<file path="src/stoseq_pkg.sv">
// Package with constants, register map and state encoding of the safe-off sequencer.
package stoseq_pkg;

    // ========================================================================
    // Timing
    // ========================================================================
    localparam int unsigned CLK_HZ          = 100_000_000;
    localparam int unsigned TICK_MS         = 10;
    localparam int unsigned TICK_CYCLES     = CLK_HZ / 1000 * TICK_MS;
    localparam int unsigned HOLD_MS         = 20;
    // Strictly more than the hold time, in whole processing ticks.
    localparam int unsigned HOLD_TICKS      = HOLD_MS / TICK_MS + 1;
    localparam int unsigned DISC_MS         = 100;
    localparam int unsigned DEB_CYCLES      = 16;
    localparam int unsigned LEAD_MS         = 0;

    // ========================================================================
    // Register map (byte addresses)
    // ========================================================================
    localparam logic [7:0] ADDR_BRAKE_DLY   = 8'h00;
    localparam logic [7:0] ADDR_DISC_TIME   = 8'h04;
    localparam logic [7:0] ADDR_STATUS      = 8'h08;
    localparam logic [7:0] ADDR_IRQ_STAT    = 8'h0C;
    localparam logic [7:0] ADDR_IRQ_MASK    = 8'h10;

    // Reset values.
    localparam logic [7:0] BRAKE_MIN_TICKS  = 8'h05;
    localparam logic [7:0] DISC_RST_TICKS   = 8'(DISC_MS / TICK_MS);
    localparam logic [3:0] IRQ_MASK_RST     = 4'h0;

    // Interrupt bit positions.
    localparam int unsigned IRQ_STAGE_ERR   = 0;
    localparam int unsigned IRQ_DISC_ERR    = 1;
    localparam int unsigned IRQ_SAFE_OFF    = 2;
    localparam int unsigned IRQ_RUN         = 3;

    // Status bit positions.
    localparam int unsigned ST_BIT_ENABLE   = 0;
    localparam int unsigned ST_BIT_FIRST    = 1;
    localparam int unsigned ST_BIT_SECOND   = 2;
    localparam int unsigned ST_BIT_STAGE    = 3;
    localparam int unsigned ST_BIT_BRAKE    = 4;
    localparam int unsigned ST_BIT_SETPT    = 5;
    localparam int unsigned ST_BIT_FEEDBK   = 6;
    localparam int unsigned ST_BIT_STATE    = 8;

    localparam logic [1:0] RESP_OKAY        = 2'h0;
    localparam logic [1:0] RESP_SLVERR      = 2'h2;

    // ========================================================================
    // Sequencer states
    // ========================================================================
    typedef enum logic [4:0] {
        ST_OFF   = 5'h01,
        ST_HOLD  = 5'h02,
        ST_READY = 5'h04,
        ST_BRAKE = 5'h08,
        ST_RUN   = 5'h10
    } stoseq_state_t;

endpackage

</file>
<file path="src/stoseq_sync_deb.sv">
// Two-flop synchroniser and debounce filter for the three control pins.
`timescale 1ns/1ps
module stoseq_sync_deb (
    // Clock and reset
    input  wire logic       clk,
    input  wire logic       arst_n,
    // Raw pins and filtered levels
    input  wire logic [2:0] pin_raw,
    output logic      [2:0] pin_clean
);

    // ========================================================================
    // One filter per pin
    // ========================================================================
    genvar g;
    generate
        for (g = 0; g < 3; g++) begin : g_pin
            logic       meta_ff;
            logic       sync_ff;
            logic       stable_ff;
            logic [4:0] cnt_ff;

            // The first flop feeds only the second one.
            always_ff @(posedge clk or negedge arst_n) begin
                if (!arst_n) begin
                    meta_ff <= 1'b0;
                    sync_ff <= 1'b0;
                end else begin
                    meta_ff <= pin_raw[g];
                    sync_ff <= meta_ff;
                end
            end

            // A level must persist for the whole debounce span before it is taken.
            always_ff @(posedge clk or negedge arst_n) begin
                if (!arst_n) begin
                    cnt_ff    <= 5'h00;
                    stable_ff <= 1'b0;
                end else if (sync_ff == stable_ff) begin
                    cnt_ff <= 5'h00;
                end else if (cnt_ff == 5'(stoseq_pkg::DEB_CYCLES - 1)) begin
                    cnt_ff    <= 5'h00;
                    stable_ff <= sync_ff;
                end else begin
                    cnt_ff <= cnt_ff + 5'h01;
                end
            end

            assign pin_clean[g] = stable_ff;
        end
    endgenerate

endmodule

</file>
<file path="src/stoseq_tick.sv">
// Processing-cycle pulse generator.
`timescale 1ns/1ps
module stoseq_tick #(
    parameter int unsigned TICK_CYCLES = stoseq_pkg::TICK_CYCLES
) (
    // Clock and reset
    input  wire logic clk,
    input  wire logic arst_n,
    // One-cycle pulse per processing cycle
    output logic      tick
);

    logic [31:0] cnt_ff;
    logic        tick_ff;

    // ========================================================================
    // Free-running divider
    // ========================================================================
    always_ff @(posedge clk or negedge arst_n) begin
        if (!arst_n) begin
            cnt_ff  <= 32'h0000_0000;
            tick_ff <= 1'b0;
        end else if (cnt_ff == 32'(TICK_CYCLES - 1)) begin
            cnt_ff  <= 32'h0000_0000;
            tick_ff <= 1'b1;
        end else begin
            cnt_ff  <= cnt_ff + 32'h0000_0001;
            tick_ff <= 1'b0;
        end
    end

    assign tick = tick_ff;

endmodule

</file>
<file path="src/stoseq_top.sv">
// Safe-off restart sequencer with AXI4-Lite register access.
// Operation
// - Both safe-off channels are handled identically, so their switching order does not matter.
// - A change of the safe-off inputs is reflected in the sequencer within one 10 ms cycle.
// - The motion setpoint is applied only after the brake release delay has fully elapsed.
// - Dropping a safe-off input while the output stage is active raises an error.
// - The holding brake is driven by ordinary drive logic and engages after safe-off.
// - The brake release delay is configurable and never below the physical opening time.
// - The feedback contact closes after safe-off takes effect and opens after release.
// - The feedback contact is closed only while both channels were off at the last processing tick.
// - Channel states are compared every 10 ms and a lasting mismatch is an error.
// - Mismatches are tolerated for a default discrepancy time of 100 ms.
//
// The AXI4-Lite interface to the registers and the address map were chosen for this implementation.
`timescale 1ns/1ps
module stoseq_top #(
    parameter int unsigned TICK_CYCLES = stoseq_pkg::TICK_CYCLES
) (
    // Clock and reset
    input  wire logic        clk,
    input  wire logic        arst_n,
    // Control pins
    input  wire logic        safe_off_input_first,
    input  wire logic        safe_off_input_second,
    input  wire logic        output_stage_enable_input,
    // Drive outputs
    output logic             stage_enable,
    output logic             brake_release,
    output logic             setpoint_enable,
    output logic             feedback_contact,
    output logic             irq,
    // AXI4-Lite write address
    input  wire logic [7:0]  s_axi_awaddr,
    input  wire logic        s_axi_awvalid,
    output logic             s_axi_awready,
    // AXI4-Lite write data
    input  wire logic [31:0] s_axi_wdata,
    input  wire logic [3:0]  s_axi_wstrb,
    input  wire logic        s_axi_wvalid,
    output logic             s_axi_wready,
    // AXI4-Lite write response
    output logic [1:0]       s_axi_bresp,
    output logic             s_axi_bvalid,
    input  wire logic        s_axi_bready,
    // AXI4-Lite read address
    input  wire logic [7:0]  s_axi_araddr,
    input  wire logic        s_axi_arvalid,
    output logic             s_axi_arready,
    // AXI4-Lite read data
    output logic [31:0]      s_axi_rdata,
    output logic [1:0]       s_axi_rresp,
    output logic             s_axi_rvalid,
    input  wire logic        s_axi_rready
);

    // ========================================================================
    // Declarations
    // ========================================================================
    stoseq_pkg::stoseq_state_t state_ff;
    stoseq_pkg::stoseq_state_t nxt_state;

    logic [2:0]  pin_clean;
    logic        tick;
    logic        in_first;
    logic        in_second;
    logic        in_enable;
    logic        both_on;
    logic        both_off;
    logic [7:0]  seq_cnt_ff;
    logic [7:0]  nxt_seq_cnt;
    logic [7:0]  disc_cnt_ff;
    logic [7:0]  brake_dly_ff;
    logic [7:0]  disc_time_ff;
    logic [3:0]  irq_stat_ff;
    logic [3:0]  irq_mask_ff;
    logic [3:0]  irq_set;
    logic        stage_ff;
    logic        brake_ff;
    logic        setpt_ff;
    logic        feedbk_ff;
    logic        aw_held_ff;
    logic [7:0]  aw_addr_ff;
    logic        w_held_ff;
    logic [31:0] w_data_ff;
    logic        w_lane0_ff;
    logic        bvalid_ff;
    logic [1:0]  bresp_ff;
    logic        rvalid_ff;
    logic [1:0]  rresp_ff;
    logic [31:0] rdata_ff;
    logic        do_write;
    logic        wr_lane0;
    logic [31:0] status_word;

    // Address decode shared by the read and the write path.
    function automatic logic reg_hit(input logic [7:0] addr);
        reg_hit = (addr == stoseq_pkg::ADDR_BRAKE_DLY) ||
                  (addr == stoseq_pkg::ADDR_DISC_TIME) ||
                  (addr == stoseq_pkg::ADDR_STATUS)    ||
                  (addr == stoseq_pkg::ADDR_IRQ_STAT)  ||
                  (addr == stoseq_pkg::ADDR_IRQ_MASK);
    endfunction

    // ========================================================================
    // Pin conditioning and processing tick
    // ========================================================================
    stoseq_sync_deb u_sync_deb (
        .clk       (clk),
        .arst_n    (arst_n),
        .pin_raw   ({output_stage_enable_input, safe_off_input_second,
                     safe_off_input_first}),
        .pin_clean (pin_clean)
    );

    stoseq_tick #(
        .TICK_CYCLES (TICK_CYCLES)
    ) u_tick (
        .clk    (clk),
        .arst_n (arst_n),
        .tick   (tick)
    );

    assign in_first  = pin_clean[0];
    assign in_second = pin_clean[1];
    assign in_enable = pin_clean[2];
    // Symmetric combinations, so neither channel has precedence.
    assign both_on   = in_first & in_second;
    assign both_off  = ~(in_first | in_second);

    // ========================================================================
    // Sequencer
    // ========================================================================
    // Loss of a channel or of the enable acts at once, so a dip shorter than a
    // tick still drops the stage at once; the restart steps advance on ticks only.
    always_comb begin
        nxt_state   = state_ff;
        nxt_seq_cnt = seq_cnt_ff;
        if (!both_on) begin
            nxt_state   = stoseq_pkg::ST_OFF;
            nxt_seq_cnt = 8'h00;
        end else if (!in_enable && (state_ff == stoseq_pkg::ST_BRAKE ||
                                    state_ff == stoseq_pkg::ST_RUN)) begin
            nxt_state = stoseq_pkg::ST_READY;
        end else if (tick) begin
            unique case (state_ff)
                stoseq_pkg::ST_OFF: begin
                    nxt_state   = stoseq_pkg::ST_HOLD;
                    nxt_seq_cnt = 8'h00;
                end
                stoseq_pkg::ST_HOLD: begin
                    // A high enable restarts the low-time count.
                    if (in_enable) begin
                        nxt_seq_cnt = 8'h00;
                    end else if (seq_cnt_ff == 8'(stoseq_pkg::HOLD_TICKS - 1)) begin
                        nxt_state   = stoseq_pkg::ST_READY;
                        nxt_seq_cnt = 8'h00;
                    end else begin
                        nxt_seq_cnt = seq_cnt_ff + 8'h01;
                    end
                end
                stoseq_pkg::ST_READY: begin
                    if (in_enable) begin
                        nxt_state   = stoseq_pkg::ST_BRAKE;
                        nxt_seq_cnt = 8'h00;
                    end
                end
                stoseq_pkg::ST_BRAKE: begin
                    if (seq_cnt_ff >= brake_dly_ff - 8'h01) begin
                        nxt_state = stoseq_pkg::ST_RUN;
                    end else begin
                        nxt_seq_cnt = seq_cnt_ff + 8'h01;
                    end
                end
                stoseq_pkg::ST_RUN: begin
                    // Left only through a channel or enable loss above.
                end
            endcase
        end
    end

    always_ff @(posedge clk or negedge arst_n) begin
        if (!arst_n) begin
            state_ff   <= stoseq_pkg::ST_OFF;
            seq_cnt_ff <= 8'h00;
        end else begin
            state_ff   <= nxt_state;
            seq_cnt_ff <= nxt_seq_cnt;
        end
    end

    // ========================================================================
    // Drive outputs
    // ========================================================================
    // Stage and brake drop at once when a channel goes off, without waiting for
    // the tick; the sequencer leaves the run states in that same cycle.
    always_ff @(posedge clk or negedge arst_n) begin
        if (!arst_n) begin
            stage_ff <= 1'b0;
            brake_ff <= 1'b0;
            setpt_ff <= 1'b0;
        end else begin
            stage_ff <= both_on & in_enable &
                        (state_ff == stoseq_pkg::ST_BRAKE || state_ff == stoseq_pkg::ST_RUN);
            brake_ff <= both_on & in_enable &
                        (state_ff == stoseq_pkg::ST_BRAKE ||
                         state_ff == stoseq_pkg::ST_RUN);
            setpt_ff <= both_on & in_enable & (state_ff == stoseq_pkg::ST_RUN);
        end
    end

    // The contact follows the channels on the processing tick only.
    always_ff @(posedge clk or negedge arst_n) begin
        if (!arst_n) begin
            feedbk_ff <= 1'b0;
        end else if (tick) begin
            feedbk_ff <= both_off;
        end
    end

    assign stage_enable     = stage_ff;
    assign brake_release    = brake_ff;
    assign setpoint_enable  = setpt_ff;
    assign feedback_contact = feedbk_ff;

    // ========================================================================
    // Discrepancy supervision
    // ========================================================================
    // Counts ticks of mismatch and saturates one past the limit.
    always_ff @(posedge clk or negedge arst_n) begin
        if (!arst_n) begin
            disc_cnt_ff <= 8'h00;
        end else if (tick) begin
            if (in_first == in_second) begin
                disc_cnt_ff <= 8'h00;
            end else if (disc_cnt_ff <= disc_time_ff) begin
                disc_cnt_ff <= disc_cnt_ff + 8'h01;
            end
        end
    end

    // ========================================================================
    // Interrupt events
    // ========================================================================
    always_comb begin
        irq_set = 4'h0;
        irq_set[stoseq_pkg::IRQ_STAGE_ERR] = stage_ff & ~both_on;
        irq_set[stoseq_pkg::IRQ_DISC_ERR]  = tick & (in_first != in_second) &
                                             (disc_cnt_ff == disc_time_ff);
        irq_set[stoseq_pkg::IRQ_SAFE_OFF]  = (nxt_state == stoseq_pkg::ST_OFF) &
                                             (state_ff != stoseq_pkg::ST_OFF);
        irq_set[stoseq_pkg::IRQ_RUN]       = (nxt_state == stoseq_pkg::ST_RUN) &
                                             (state_ff != stoseq_pkg::ST_RUN);
    end

    assign wr_lane0 = do_write & w_lane0_ff;

    // Sticky bits; a new event wins over a write-one-to-clear in the same cycle.
    always_ff @(posedge clk or negedge arst_n) begin
        if (!arst_n) begin
            irq_stat_ff <= 4'h0;
        end else if (wr_lane0 && aw_addr_ff == stoseq_pkg::ADDR_IRQ_STAT) begin
            irq_stat_ff <= (irq_stat_ff & ~w_data_ff[3:0]) | irq_set;
        end else begin
            irq_stat_ff <= irq_stat_ff | irq_set;
        end
    end

    assign irq = |(irq_stat_ff & irq_mask_ff);

    // ========================================================================
    // Configuration registers
    // ========================================================================
    // The brake delay is clamped so it can never undercut the opening time.
    always_ff @(posedge clk or negedge arst_n) begin
        if (!arst_n) begin
            brake_dly_ff <= stoseq_pkg::BRAKE_MIN_TICKS;
        end else if (wr_lane0 && aw_addr_ff == stoseq_pkg::ADDR_BRAKE_DLY) begin
            brake_dly_ff <= (w_data_ff[7:0] < stoseq_pkg::BRAKE_MIN_TICKS) ?
                            stoseq_pkg::BRAKE_MIN_TICKS : w_data_ff[7:0];
        end
    end

    always_ff @(posedge clk or negedge arst_n) begin
        if (!arst_n) begin
            disc_time_ff <= stoseq_pkg::DISC_RST_TICKS;
        end else if (wr_lane0 && aw_addr_ff == stoseq_pkg::ADDR_DISC_TIME) begin
            disc_time_ff <= w_data_ff[7:0];
        end
    end

    always_ff @(posedge clk or negedge arst_n) begin
        if (!arst_n) begin
            irq_mask_ff <= stoseq_pkg::IRQ_MASK_RST;
        end else if (wr_lane0 && aw_addr_ff == stoseq_pkg::ADDR_IRQ_MASK) begin
            irq_mask_ff <= w_data_ff[3:0];
        end
    end

    // ========================================================================
    // AXI4-Lite write channel
    // ========================================================================
    // Address and data are caught independently; the write fires once both are in.
    assign s_axi_awready = ~aw_held_ff;
    assign s_axi_wready  = ~w_held_ff;
    assign do_write      = aw_held_ff & w_held_ff & ~bvalid_ff;

    always_ff @(posedge clk or negedge arst_n) begin
        if (!arst_n) begin
            aw_held_ff <= 1'b0;
            aw_addr_ff <= 8'h00;
        end else if (s_axi_awvalid && !aw_held_ff) begin
            aw_held_ff <= 1'b1;
            aw_addr_ff <= s_axi_awaddr;
        end else if (do_write) begin
            aw_held_ff <= 1'b0;
        end
    end

    always_ff @(posedge clk or negedge arst_n) begin
        if (!arst_n) begin
            w_held_ff  <= 1'b0;
            w_data_ff  <= 32'h0000_0000;
            w_lane0_ff <= 1'b0;
        end else if (s_axi_wvalid && !w_held_ff) begin
            w_held_ff  <= 1'b1;
            w_data_ff  <= s_axi_wdata;
            w_lane0_ff <= s_axi_wstrb[0];
        end else if (do_write) begin
            w_held_ff <= 1'b0;
        end
    end

    always_ff @(posedge clk or negedge arst_n) begin
        if (!arst_n) begin
            bvalid_ff <= 1'b0;
            bresp_ff  <= stoseq_pkg::RESP_OKAY;
        end else if (do_write) begin
            bvalid_ff <= 1'b1;
            bresp_ff  <= reg_hit(aw_addr_ff) ? stoseq_pkg::RESP_OKAY : stoseq_pkg::RESP_SLVERR;
        end else if (s_axi_bready) begin
            bvalid_ff <= 1'b0;
        end
    end

    assign s_axi_bvalid = bvalid_ff;
    assign s_axi_bresp  = bresp_ff;

    // ========================================================================
    // AXI4-Lite read channel
    // ========================================================================
    always_comb begin
        status_word = 32'h0000_0000;
        status_word[stoseq_pkg::ST_BIT_ENABLE] = in_enable;
        status_word[stoseq_pkg::ST_BIT_FIRST]  = in_first;
        status_word[stoseq_pkg::ST_BIT_SECOND] = in_second;
        status_word[stoseq_pkg::ST_BIT_STAGE]  = stage_ff;
        status_word[stoseq_pkg::ST_BIT_BRAKE]  = brake_ff;
        status_word[stoseq_pkg::ST_BIT_SETPT]  = setpt_ff;
        status_word[stoseq_pkg::ST_BIT_FEEDBK] = feedbk_ff;
        status_word[stoseq_pkg::ST_BIT_STATE +: 5] = state_ff;
    end

    assign s_axi_arready = ~rvalid_ff;

    always_ff @(posedge clk or negedge arst_n) begin
        if (!arst_n) begin
            rvalid_ff <= 1'b0;
            rresp_ff  <= stoseq_pkg::RESP_OKAY;
            rdata_ff  <= 32'h0000_0000;
        end else if (s_axi_arvalid && !rvalid_ff) begin
            rvalid_ff <= 1'b1;
            rresp_ff  <= reg_hit(s_axi_araddr) ? stoseq_pkg::RESP_OKAY : stoseq_pkg::RESP_SLVERR;
            unique case (s_axi_araddr)
                stoseq_pkg::ADDR_BRAKE_DLY: rdata_ff <= {24'h00_0000, brake_dly_ff};
                stoseq_pkg::ADDR_DISC_TIME: rdata_ff <= {24'h00_0000, disc_time_ff};
                stoseq_pkg::ADDR_STATUS:    rdata_ff <= status_word;
                stoseq_pkg::ADDR_IRQ_STAT:  rdata_ff <= {28'h000_0000, irq_stat_ff};
                stoseq_pkg::ADDR_IRQ_MASK:  rdata_ff <= {28'h000_0000, irq_mask_ff};
                default:                    rdata_ff <= 32'h0000_0000;
            endcase
        end else if (s_axi_rready) begin
            rvalid_ff <= 1'b0;
        end
    end

    assign s_axi_rvalid = rvalid_ff;
    assign s_axi_rresp  = rresp_ff;
    assign s_axi_rdata  = rdata_ff;

endmodule

</file>
<file path="config.mk">
export PLATFORM = sky130hd
export DESIGN_NAME = stoseq_top
export DESIGN_NICKNAME = d
export VERILOG_FILES = /design/src/stoseq_pkg.sv /design/src/stoseq_sync_deb.sv /design/src/stoseq_tick.sv /design/src/stoseq_top.sv
export SDC_FILE = /design/constraint.sdc
export NUM_CORES = 1
export LEC_CHECK = 0
export BUFFER_PORTS_ARGS = -buffer_cell sky130_fd_sc_hd__buf_4
export CELL_PAD_IN_SITES_DETAIL_PLACEMENT = 2
export CELL_PAD_IN_SITES_GLOBAL_PLACEMENT = 2
export CORE_MARGIN = 5
export CORE_UTILIZATION = 39
export CTS_CLUSTER_SIZE = 20
export DETAILED_ROUTE_END_ITERATION = 10
export GPL_TIMING_DRIVEN = 0
export PLACE_DENSITY = 0.92
export SYNTH_ARGS = -nofsm -noshare
export SYNTH_HDL_FRONTEND = slang
export SYNTH_SLANG_ARGS = --single-unit
</file>
<file path="constraint.sdc">
create_clock -name clk -period 5 [get_ports clk]
set_input_delay 1 -clock clk [delete_from_list [all_inputs] [get_ports clk]]
set_output_delay 1 -clock clk [all_outputs]
set_load 0.005 [all_outputs]
</file>
==> summary.txt, run 1 <==
Pwr
  • Power density cells: ~390 mW/mm^2
  • Max VDD drop: 0.284 mV
  • Clock share of power: 0.393
  • Sw frac: 0.305
  • Combinational share of power: 0.172
  • Reg power frac: 0.434
  • Cell internal pwr: 2.30 mW
  • Lkg Pwr: 3.95 nW
  • Switching power: 1.01 mW

Place
  • Placed cells: 1001
  • Worst slack, placed: about 1700 ps
  • DPL Wire Length: 16300 um
  • Port bufs: a little under 60
  • Routability cong.: 0.846
  • Placed cell area: 0.00783 mm^2

Drt
  • Drt pass-1 iters: 4
  • Iteration-0 DRC Markers: slightly below 300
  • Number of remaining DRC errors: 0
  • Drt via density: approximately 5.7
  • Via count: roughly 5800
  • WL/cell: 24.7 um
  • Detail Route Antenna Nets: 0
  • DRT Wirelength: around 26000 um

Logic synthesis
  • Average cell area after synthesis: 10.1 um^2
  • Asr flop ratio synth: 1.00
  • Area contributors post-synth: dfrtp_1, mux2_2, ha_1, nand2_1, nor2_1
  • Synth Register Bits: 141
  • Main synth FF type: dfrtp_1
  • Sequential-to-total area share from yosys stat: 0.505
  • Post-synth EDFFs: 0
  • Top cell type's share of synthesized area: 0.486
  • Synth unique cells: between 50 and 60
  • Cell taking the most area after synthesis: dfrtp_1
  • Mapped Area: 0.00700 mm^2
  • Post-Synthesis Cells: 693
  • Synthesis Warnings: 0

STA
  • Final period util: 0.688
  • F_max: 0.291 GHz
  • Setup violations, final: 0
  • Tmin final: roughly 3400 ps
  • Final Max Tran Viols: 0
  • RSZ-0062 raised after global routing: no
  • Clock skew: between 10 and 15 ps
  • Slew @ Worst Pin: 754 ps
  • Setup TNS: 0 ps
  • Final Hold Fails: 0
  • Post-route worst setup slack: 1560 ps
  • Slew HR: 0.492

Final layout
  • Post-route cell area: 0.00842 mm^2
  • Final std cells w/o fill: between 1000 and 1500
  • Fillcell total: 1846
  • Layout Nets: 879
  • Area delta synth->final: 20.3%
  • Share of post-route cells with drive strength above 1: 0.197

Floorplan
  • Full die area: 0.0207 mm^2
  • Die Y: 144 um
  • Starting Density: 0.392
  • Die Span X: about 140 um
  • Row count: 49
  • Ports: 108
  • Core Region: 0.0178 mm^2

GRT
  • GRT Total Usage: 0.259
  • Initial antenna violation count: 1
  • Total grt overflow: 0
  • Largest net degree at the start of global routing: a little under 90
  • Via count of the first global-routing pass: a little under 7000
  • First-pass GRT wire length: 40200 um

Outcome
  • Outcome: completed

Critical path
  • Crit path DAT: 3750 ps
  • Reg2reg start: brake_dly_ff[0]$_DFFE_PN1P_
  • CP Launch Type: register
  • Crit path capture type: register
  • Critical R2R Capture: irq_stat_ff[3]$_DFF_PN0_
  • R2R setup slack: ~1600 ps
  • Crit-path max FO: 4
  • CP Class: reg -> reg
  • Worst endpoint required time: 5310 ps
  • Crit-path cells: inv_1 > ha_1 > xnor2_1 > ha_1 > and3_1 > o21ai_0 > a311oi_1 > nor4_1 > o21a_1 > nand2b_1 > o31ai_1
  • Buf+Inv Stages, Crit Path: 1
  • Slowest stage delay, CP: 690 ps
  • Reg2Reg Depth: 11
  • CP max stage cell: nor4_1
  • Worst path most repeated cell: ha_1
  • Critical path's top delay family: simple AND/OR/NAND/NOR gates

CTS
  • PostCTS Resize Cnt: 0
  • CTS clk-pin slew, worst paths: 70 ps
  • CTS H-tree depth: 4
  • Post-CTS Setup Bufs: 0
  • CTS Buffer Depth: 2
  • Clk sinks: 141
  • CTS root buffer: clkbuf_16
  • Clock tree from TritonCTS: built
  • Worst skew pair latency: 450 ps
  • Total CTS buffers: 17
  • # hold bufs at CTS: 0

Job
  • Max_cap viols: 0

Hold path
  • Hold Startpoint: u_sync_deb.g_pin[2].meta_ff$_DFF_PN0_
  • Hold Path Stages: 0
  • WHS Endpoint: u_sync_deb.g_pin[2].sync_ff$_DFF_PN0_
  • Hold Path Class: reg -> reg
## layout by cell type (no fill, tap or decap), drive strengths merged, types with 7 or more instances in the layout
cell type,count
dfrtp,136
nand2,86
buf,85
nor2,58
o21ai,45
nand3,39
clkbuf,38
inv,31
mux2,29
ha,26
xnor2,23
xor2,22
conb,21
and3,15
nor2b,12
nor4,11
nand4,11
nor3,11
a21oi,9
or3,8
mux2i,7
o21a,7
## registers in the layout, summed over array words and instances (netlist names), 3 cells and up
register                    flops
s_axi_rdata                    13
aw_addr_ff                      8
state_ff                        5
irq_mask_ff                     4
disc_cnt_ff                     8
disc_time_ff                    8
u_sync_deb.g_pin.cnt_ff        15
u_sync_deb.g_pin.meta_ff        3
u_sync_deb.g_pin.stable_ff      3
seq_cnt_ff                      8
brake_dly_ff                    8
u_sync_deb.g_pin.sync_ff        3
w_data_ff                       8
irq_stat_ff                     4
u_tick.cnt_ff                  32
## power by group through the flow
| stage | Sequential, mW | Combinational [mW] | Clock (mW) |
|---|---|---|---|
| floorplan | 1.38 | 0.346 | 0 |
| CTS | 1.44 | 0.575 | 1.31 |
| finish | 1.44 | 0.570 | 1.30 |
| detailed placement | 1.45 | 0.527 | 0 |
| global route | 1.45 | 0.629 | 1.37 |
| global placement | 1.43 | 0.466 | 0 |
## logic make-up (layout without fill, tap and decap cells)
| group | count (synthesis) | in the layout | synth area share |
|---|---|---|---|
| flip-flops | 141 | 141 | 0.505 |
| adder cells (fa/ha/maj) | 26 | 26 | 0.0465 |
| AO/OA/AOI/OAI | 100 | 100 | 0.0944 |
| other | 1 | 22 | 0.000536 |
| AND/OR/NAND/NOR | 275 | 275 | 0.190 |
| buffers and inverters | 69 | 160 | 0.0504 |
| multiplexers | 36 | 36 | 0.0567 |
| XOR/XNOR | 45 | 45 | 0.0563 |
## metal layers
layer	GRT usage	wire [um]
met5	0	0
met4	0.134	1060
met3	0.0569	934
met2	0.474	13900
met1	0.278	9660
## Yosys cell counts, types with 4 or more instances
master / instances
a21oi_1: 8
a221oi_1: 4
a31oi_1: 4
and2_1: 5
and3_1: 15
buf_4: 22
clkbuf_1: 14
dfrtp_1: 136
dfstp_2: 5
ha_1: 26
inv_1: 29
mux2_2: 29
mux2i_1: 7
nand2_1: 86
nand2b_1: 4
nand3_1: 39
nand4_1: 11
nor2_1: 58
nor2b_1: 12
nor3_1: 11
nor4_1: 11
o21a_1: 6
o21ai_0: 38
o21ai_1: 6
o31ai_1: 5
or3_1: 8
or4_1: 5
xnor2_1: 23
xor2_1: 22
## cell type report
cell class / count / area (um^2) / share of cell area
flip-flops and latches: 141 / 3530 / 0.420
multi-input cells: 503 / 3190 / 0.378
clock buffers: 24 / 512 / 0.0608
clock inverters: 8 / 80.1 / 0.00951
diodes: 1 / 2.50 / 0.000297
plain buffers: 40 / 244 / 0.0290
well taps: 229 / 287 / 0.0340
inverters: 29 / 109 / 0.0129
repair buffers: 59 / 467 / 0.0554
## per-stage QoR
step | hold slack, ps | total power, mW | util
2_1_floorplan | 331 | 1.72 | -
3_3_place_gp | 338 | 1.90 | 0.437
3_5_place_dp | 344 | 1.97 | 0.439
4_1_cts | 358 | 3.33 | 0.472
5_1_grt | 367 | 3.45 | 0.472
6_report | 353 | 3.31 | 0.472
## how the worst max path moves through the flow
stage	start	to	cells after the start
3_3_place_gp	s_axi_araddr[5]	s_axi_rdata[3]$_DFFE_PN0P_	8
2_1_floorplan	brake_dly_ff[0]$_DFFE_PN1P_	seq_cnt_ff[5]$_DFFE_PN0P_	11
6_report	brake_dly_ff[0]$_DFFE_PN1P_	irq_stat_ff[3]$_DFF_PN0_	11
5_1_grt	brake_dly_ff[3]$_DFFE_PN0P_	irq_stat_ff[3]$_DFF_PN0_	11
3_5_place_dp	brake_dly_ff[0]$_DFFE_PN1P_	irq_stat_ff[3]$_DFF_PN0_	11
4_1_cts	brake_dly_ff[0]$_DFFE_PN1P_	irq_stat_ff[3]$_DFF_PN0_	11
(Power assumes the default switching activity.)
==> run 2: changes to the inputs <==
--- a/config.mk
+++ b/config.mk
@@ -9,11 +9,11 @@
 export CELL_PAD_IN_SITES_DETAIL_PLACEMENT = 2
 export CELL_PAD_IN_SITES_GLOBAL_PLACEMENT = 2
 export CORE_MARGIN = 5
-export CORE_UTILIZATION = 39
+export CORE_UTILIZATION = 36
 export CTS_CLUSTER_SIZE = 20
 export DETAILED_ROUTE_END_ITERATION = 10
 export GPL_TIMING_DRIVEN = 0
-export PLACE_DENSITY = 0.92
+export PLACE_DENSITY = 0.87
 export SYNTH_ARGS = -nofsm -noshare
 export SYNTH_HDL_FRONTEND = slang
 export SYNTH_SLANG_ARGS = --single-unit
==> constraint.sdc (replaced) <==
create_clock -name clk -period 3.5 [get_ports clk]
set_input_delay 0.7 -clock clk [delete_from_list [all_inputs] [get_ports clk]]
set_output_delay 0.7 -clock clk [all_outputs]
set_load 0.005 [all_outputs]
==> run 2 against run 1 <==
Sequential cell count unchanged; worst hold slack lost 76 ps; maximum frequency rose by 3.7%; routed wire length is 17% lower; die area is 7.7% higher; power increased by 45%; largest power group unchanged; highest routed layer unchanged.
==> summary.txt, run 2 (synthesis gave the netlist of run 1 again) <==
Final layout
  • Max reg flops: 32 (unchanged)
  • Most frequent cells in the layout: dfrtp_1, nand2_1, buf_4 (unchanged)
  • Share of post-route cells with drive strength above 1: 0.195 (was 0.197)
  • Post-layout util: 0.442 (was 0.472)
  • Post-route cell area: 0.00852 mm^2 (was 0.00842 mm^2)
  • Most common cell after layout, fill and taps aside: dfrtp_1 (unchanged)
  • # diodes: 0 (was 1)
  • Top reg by flops: u_tick.cnt_ff (unchanged)
  • Area delta synth->final: 21.8% (was 20.3%)
  • Layout Nets: 879 (unchanged)

Critical path
  • Critical R2R Capture: irq_stat_ff[3]$_DFF_PN0_ (unchanged)
  • Crit path capture type: register (unchanged)
  • CP Class: reg -> reg (unchanged)
  • Slowest stage delay, CP: 480 ps (was 690 ps)
  • CP Launch Type: register (unchanged)
  • Worst endpoint required time: 3830 ps (was 5310 ps)
  • Reg2reg start: brake_dly_ff[3]$_DFFE_PN0P_ (was brake_dly_ff[0]$_DFFE_PN1P_)
  • Crit-path cells: nor2_1 > nand3_1 > nor4_1 > xnor2_1 > ha_1 > nand2_1 > a311oi_1 > nor4_1 > o41ai_1 > nand2b_1 > o31ai_1 (was inv_1 > ha_1 > xnor2_1 > ha_1 > and3_1 > o21ai_0 > a311oi_1 > nor4_1 > o21a_1 > nand2b_1 > o31ai_1)
  • R2R setup slack: 190 ps (was 1560 ps)
  • Reg2Reg Depth: 11 (unchanged)
  • Worst path most repeated cell: nor4_1 (was ha_1)
  • CP max stage cell: o41ai_1 (was nor4_1)
  • Crit path DAT: 3640 ps (was 3750 ps)
  • Crit-path max FO: 4 (unchanged)

CTS
  • Total CTS buffers: 17 (unchanged)
  • Worst skew pair latency: 430 ps (was 450 ps)
  • Clk sinks: 141 (unchanged)
  • CTS Buffer Depth: 2 (unchanged)
  • Post-CTS Setup Bufs: 0 (unchanged)
  • # hold bufs at CTS: 0 (unchanged)
  • CTS H-tree depth: 4 (unchanged)
  • CTS clk-pin slew, worst paths: 60 ps (was 70 ps)
  • CTS root buffer: clkbuf_16 (unchanged)
  • PostCTS Resize Cnt: 0 (unchanged)
  • Clock tree from TritonCTS: built (unchanged)

Floorplan
  • Row count: 51 (was 49)
  • Core Region: 0.0193 mm^2 (was 0.0178 mm^2)
  • Die Span X: 149 um (was 144 um)
  • Die Y: 149 um (was 144 um)
  • Ports: 108 (unchanged)
  • Full die area: 0.0223 mm^2 (was 0.0207 mm^2)
  • Starting Density: 0.363 (was 0.392)

Drt
  • Detail Route Antenna Nets: 0 (unchanged)
  • DRT Wirelength: 21200 um (was 25600 um)
  • Iteration-0 DRC Markers: 191 (was 292)
  • Number of remaining DRC errors: 0 (unchanged)
  • Drt pass-1 iters: 4 (unchanged)
  • Via count: 5607 (was 5849)
  • Drt via density: 5.25 (was 5.66)
  • WL/cell: 19.8 um (was 24.7 um)

Job
  • Max_cap viols: 0 (unchanged)

Pwr
  • Lkg Pwr: 3.98 nW (was 3.95 nW)
  • Power density cells: 564 mW/mm^2 (was 393 mW/mm^2)
  • Max VDD drop: 0.350 mV (was 0.284 mV)

STA
  • Slew HR: 0.517 (was 0.492)
  • Hold WS: 278 ps (was 353 ps)
  • Final Hold Fails: 0 (unchanged)
  • Setup TNS: 0 ps (unchanged)
  • Final Max Tran Viols: 0 (unchanged)
  • Setup violations, final: 0 (unchanged)
  • Clock skew: 6.79 ps (was 13.9 ps)
  • RSZ-0062 raised after global routing: no (unchanged)
  • Slew @ Worst Pin: 718 ps (was 754 ps)
  • Tmin final: 3310 ps (was 3440 ps)
  • F_max: 0.302 GHz (was 0.291 GHz)
  • Final period util: 0.947 (was 0.688)

GRT
  • Largest net degree at the start of global routing: 78 (was 89)
  • Via count of the first global-routing pass: 6433 (was 6942)
  • First-pass GRT wire length: 34800 um (was 40200 um)
  • Total grt overflow: 0 (unchanged)
  • Initial antenna violation count: 0 (was 1)
  • GRT Total Usage: 0.199 (was 0.259)

Place
  • DPL Wire Length: 14600 um (was 16300 um)
  • Placed cell area: 0.00787 mm^2 (was 0.00783 mm^2)
  • Port bufs: 58 (unchanged)
  • Routability cong.: 0.814 (was 0.846)

Outcome
  • Outcome: completed (unchanged)

Hold path
  • Hold Path Class: in -> async (was reg -> reg)
==> run 2: how the worst max path moves through the flow <==
stage / slack [ps] / to / start
after floorplan: 790 / seq_cnt_ff[5]$_DFFE_PN0P_ / brake_dly_ff[0]$_DFFE_PN1P_
after global placement: 530 / irq_stat_ff[3]$_DFF_PN0_ / brake_dly_ff[0]$_DFFE_PN1P_
after detailed placement: 390 / irq_stat_ff[3]$_DFF_PN0_ / brake_dly_ff[0]$_DFFE_PN1P_
after CTS: 200 / irq_stat_ff[3]$_DFF_PN0_ / brake_dly_ff[3]$_DFFE_PN0P_
after global routing: 80 / irq_stat_ff[3]$_DFF_PN0_ / brake_dly_ff[3]$_DFFE_PN0P_
final: 190 / irq_stat_ff[3]$_DFF_PN0_ / brake_dly_ff[3]$_DFFE_PN0P_
==> run 2: metal layers <==
layer / vias to the layer above / part of all wire / global-route usage
met5: - / 0 / 0
met4: 0 / 0.023 / 0.0682
met3: 31 / 0.036 / 0.0439
met2: 104 / 0.53 / 0.362
met1: 2893 / 0.41 / 0.231
li1: 2579 / - / -
==> run 2: critical path: cells and delay by family, from the launching register on <==
| kind | cells | cell delay [ps] |
|---|---|---|
| simple gates | 6 | 1170 |
| compound gates | 3 | 1140 |
| flops | 1 | 430 |
| fa+ha+maj | 1 | 320 |
| xor+xnor | 1 | 170 |
==> run 2: where the power goes <==
group	switching [mW]	total, mW	internal (mW)
logic	0.377	0.743	0.367
clock network	0.710	2.01	1.30
registers	0.233	2.05	1.82
total	1.32	4.80	3.48
==> run 2: layout make-up <==
class / instances / area [um^2]
multi-input cells: 503 / 3190
clock inverters: 11 / 189
well taps: 265 / 332
flip-flops and latches: 141 / 3530
fillers: 2081 / 10700
repair buffers: 59 / 467
plain buffers: 40 / 244
clock buffers: 21 / 460
inverters: 29 / 109
==> run 2: through the flow <==
step	setup WS (ps)	instances	total power, mW
after floorplan	790	713	2.46
after global placement	525	1036	2.73
after detailed placement	387	1037	2.81
after CTS	202	1069	4.86
after global routing	76.4	1069	5.04
final	186	1069	4.80
==> run 3: changes to the inputs <==
--- a/config.mk
+++ b/config.mk
@@ -9,11 +9,13 @@
 export CELL_PAD_IN_SITES_DETAIL_PLACEMENT = 2
 export CELL_PAD_IN_SITES_GLOBAL_PLACEMENT = 2
 export CORE_MARGIN = 5
-export CORE_UTILIZATION = 36
+export CORE_UTILIZATION = 37
 export CTS_CLUSTER_SIZE = 20
 export DETAILED_ROUTE_END_ITERATION = 10
 export GPL_TIMING_DRIVEN = 0
-export PLACE_DENSITY = 0.87
+export PLACE_DENSITY = 0.88
+export SLEW_MARGIN = 20
 export SYNTH_ARGS = -nofsm -noshare
 export SYNTH_HDL_FRONTEND = slang
+export SYNTH_HIERARCHICAL = 1
 export SYNTH_SLANG_ARGS = --single-unit
==> run 3 against run 2 <==
Via count increased by 2.1%; area after synthesis increased by 3.7%; largest power group unchanged; largest cell class unchanged; sequential power about the same; clock power decreased by 13%.
==> summary.txt, run 3 <==
Pwr
  • Lkg Pwr: 4.08 nW (was 3.98 nW)
  • Combinational share of power: 0.170 (was 0.155)
  • Power density cells: 530 mW/mm^2 (was 564 mW/mm^2)
  • Switching power: 1.35 mW (was 1.32 mW)
  • Sw frac: 0.292 (was 0.275)
  • Reg power frac: 0.450 (was 0.427)
  • Max VDD drop: 0.401 mV (was 0.350 mV)
  • Cell internal pwr: 3.26 mW (was 3.48 mW)
  • Clock share of power: 0.380 (was 0.418)

Outcome
  • Outcome: completed (unchanged)

Logic synthesis
  • Synth Register Bits: 141 (unchanged)
  • Average cell area after synthesis: 10.3 um^2 (was 10.1 um^2)
  • Main synth FF type: dfrtp_1 (unchanged)
  • Area contributors post-synth: dfrtp_1, ha_1, mux2_2, nor2_1, xor2_1 (was dfrtp_1, mux2_2, ha_1, nand2_1, nor2_1)
  • Post-synth EDFFs: 0 (unchanged)
  • Synth top cells by count: dfrtp_1, nor2_1, nand2_1, inv_1, xor2_1 (was dfrtp_1, nand2_1, nor2_1, nand3_1, o21ai_0)
  • Sequential-to-total area share from yosys stat: 0.487 (was 0.505)
  • Post-Synthesis Cells: 704 (was 693)
  • Cell taking the most area after synthesis: dfrtp_1 (unchanged)
  • Count leader, synth: dfrtp_1 (unchanged)
  • Mapped Area: 0.00726 mm^2 (was 0.00700 mm^2)
  • Synthesis Warnings: 6 (was 0)
  • Asr flop ratio synth: 1.00 (unchanged)
  • Top cell type's share of synthesized area: 0.469 (was 0.486)
  • Synth unique cells: 69 (was 59)

Critical path
  • CP Launch Type: register (unchanged)
  • Crit-path max FO: 9 (was 4)
  • Worst endpoint required time: 3810 ps (was 3830 ps)
  • R2R setup slack: 490 ps (was 190 ps)
  • Crit path capture type: register (unchanged)
  • CP Class: reg -> reg (unchanged)
  • Crit path DAT: 3320 ps (was 3640 ps)

Place
  • DPL Wire Length: 15100 um (was 14600 um)
  • Port bufs: 57 (was 58)
  • Placed cell area: 0.00813 mm^2 (was 0.00787 mm^2)
  • Routability cong.: 0.811 (was 0.814)

CTS
  • PostCTS Resize Cnt: 0 (unchanged)
  • CTS clk-pin slew, worst paths: 60 ps (about the same)
  • Total CTS buffers: 17 (unchanged)
  • Clk sinks: 141 (unchanged)
  • Clock tree from TritonCTS: built (unchanged)
  • Worst skew pair latency: 430 ps (about the same)
  • # hold bufs at CTS: 0 (unchanged)
  • CTS root buffer: clkbuf_16 (unchanged)
  • CTS Buffer Depth: 2 (unchanged)
  • Post-CTS Setup Bufs: 0 (unchanged)
  • CTS H-tree depth: 4 (unchanged)

STA
  • RSZ-0062 raised after global routing: no (unchanged)
  • Final Hold Fails: 0 (unchanged)
  • F_max: 0.332 GHz (was 0.302 GHz)
  • Slew @ Worst Pin: 664 ps (was 718 ps)
  • Clock skew: 5.80 ps (was 6.79 ps)
  • Tmin final: 3010 ps (was 3310 ps)
  • Final Max Tran Viols: 0 (unchanged)
  • Setup violations, final: 0 (unchanged)
  • Final period util: 0.860 (was 0.947)
  • Slew HR: 0.546 (was 0.517)
  • Setup TNS: 0 ps (unchanged)

Final layout
  • Layout Nets: 889 (was 879)
  • Share of post-route cells with drive strength above 1: 0.205 (was 0.195)
  • Most frequent cells in the layout: dfrtp_1, buf_4, nor2_1 (was dfrtp_1, nand2_1, buf_4)
  • # diodes: 0 (unchanged)
  • Fillcell total: 2089 (was 2081)
  • Post-route cell area: 0.00869 mm^2 (was 0.00852 mm^2)
  • Most common cell after layout, fill and taps aside: dfrtp_1 (unchanged)
  • FF+latch area: 0.00353 mm^2 (unchanged)
  • Max reg flops: 32 (unchanged)
  • Top reg by flops: u_tick/cnt_ff (was u_tick.cnt_ff)
  • Multi-input logic area: 0.00341 mm^2 (was 0.00319 mm^2)
  • Area delta synth->final: 19.7% (was 21.8%)

Drt
  • Drt via density: 5.31 (was 5.25)
  • Number of remaining DRC errors: 0 (unchanged)
  • Iteration-0 DRC Markers: 221 (was 191)
  • DRT Wirelength: 21900 um (was 21200 um)
  • Via count: 5727 (was 5607)
  • Drt pass-1 iters: 4 (unchanged)
  • WL/cell: 20.3 um (was 19.8 um)
  • Detail Route Antenna Nets: 0 (unchanged)

Floorplan
  • Die Y: 150 um (was 149 um)
  • Ports: 108 (unchanged)
  • Die Span X: 150 um (was 149 um)
  • Core Region: 0.0194 mm^2 (was 0.0193 mm^2)
  • Full die area: 0.0225 mm^2 (was 0.0223 mm^2)
  • Starting Density: 0.374 (was 0.363)
  • Row count: 51 (unchanged)

GRT
  • Initial antenna violation count: 0 (unchanged)
  • Largest net degree at the start of global routing: 92 (was 78)
  • GRT Total Usage: 0.206 (was 0.199)
  • Total grt overflow: 0 (unchanged)
  • First-pass GRT wire length: 36300 um (was 34800 um)
  • Via count of the first global-routing pass: 6518 (was 6433)

Hold path
  • Hold Path Class: in -> async (unchanged)

Job
  • Max_cap viols: 0 (unchanged)
run 3: cell types whose count changed after synthesis, moves of 9 or more:
cell     previous run  this run
nand2_1            86        53
nor2_1             58        72
o21ai_0            38        29
xnor2_1            23        13
mux2i_1             7        16
nand3_1            39        29
run 3: cells by family after synthesis:
family	share of synthesized area
AOI/OAI and AO/OA	0.0910
xor gates and xnor gates	0.0519
DFF	0.487
other	0.000516
buffers and inverters	0.0538
adders and majority gates	0.0448
and+or+nand+nor	0.201
muxes	0.0701
run 3: final timing paths:
path,start,end,cells after the start
worst max-delay path,brake_dly_ff[0]$_DFFE_PN1P_,seq_cnt_ff[7]$_DFFE_PN0P_,11
worst min-delay path,arst_n,u_tick/cnt_ff[14]$_DFF_PN0_,1
worst max register to register,brake_dly_ff[0]$_DFFE_PN1P_,seq_cnt_ff[7]$_DFFE_PN0P_,11
worst min register to register,u_sync_deb/g_pin[2].meta_ff$_DFF_PN0_,u_sync_deb/g_pin[2].sync_ff$_DFF_PN0_,0
max in group asynchronous,arst_n,disc_time_ff[3]$_DFFE_PN1P_,2
min in group clk,u_sync_deb/g_pin[2].meta_ff$_DFF_PN0_,u_sync_deb/g_pin[2].sync_ff$_DFF_PN0_,0
run 3: power by group through the flow:
stage               Combinational (mW)  Clock, mW  Sequential [mW]
floorplan                        0.532          0             1.99
CTS                              0.801       1.79             2.07
detailed placement               0.778          0             2.09
global placement                 0.719          0             2.07
global route                     0.876       1.87             2.09
finish                           0.782       1.75             2.07
run 3: per-stage QoR:
| step | std cells | setup WS [ps] | hold slack (ps) | total power [mW] | util |
|---|---|---|---|---|---|
| 2_1_floorplan | 724 | 1000 | 331 | 2.52 | - |
| 3_3_place_gp | 1046 | 660 | 335 | 2.78 | 0.417 |
| 3_5_place_dp | 1047 | 530 | 338 | 2.87 | 0.419 |
| 4_1_cts | 1079 | 455 | 172 | 4.66 | 0.448 |
| 5_1_grt | 1079 | 309 | 192 | 4.84 | 0.448 |
| 6_report | 1079 | 492 | 169 | 4.60 | 0.448 |
run 3: cell type report:
type | instances | share of cell area
Timing Repair Buffer | 58 | 0.0533
Sequential cell | 141 | 0.407
Buffer | 44 | 0.0320
Tap cell | 265 | 0.0382
Multi-Input combinational cell | 509 | 0.393
Clock buffer | 25 | 0.0570
Clock inverter | 7 | 0.00720
Inverter | 30 | 0.0130
run 3: critical path, stage by stage, from the launching register on:
cell     delay, ps
dfstp_2        570
inv_1           90
ha_1           240
xnor2_1        170
ha_1           270
and3_1         180
o21ai_0        180
a31oi_1        180
o21ai_1        440
a31oi_4        200
o21ai_0        240
o31ai_1        120
run 3: routing by layer:
metal	vias to the layer above	global-route usage	wire, um
met5	-	0	0
met4	0	0.0759	484
met3	33	0.0436	876
met2	110	0.352	11000
met1	2942	0.256	9590
li1	2642	-	-
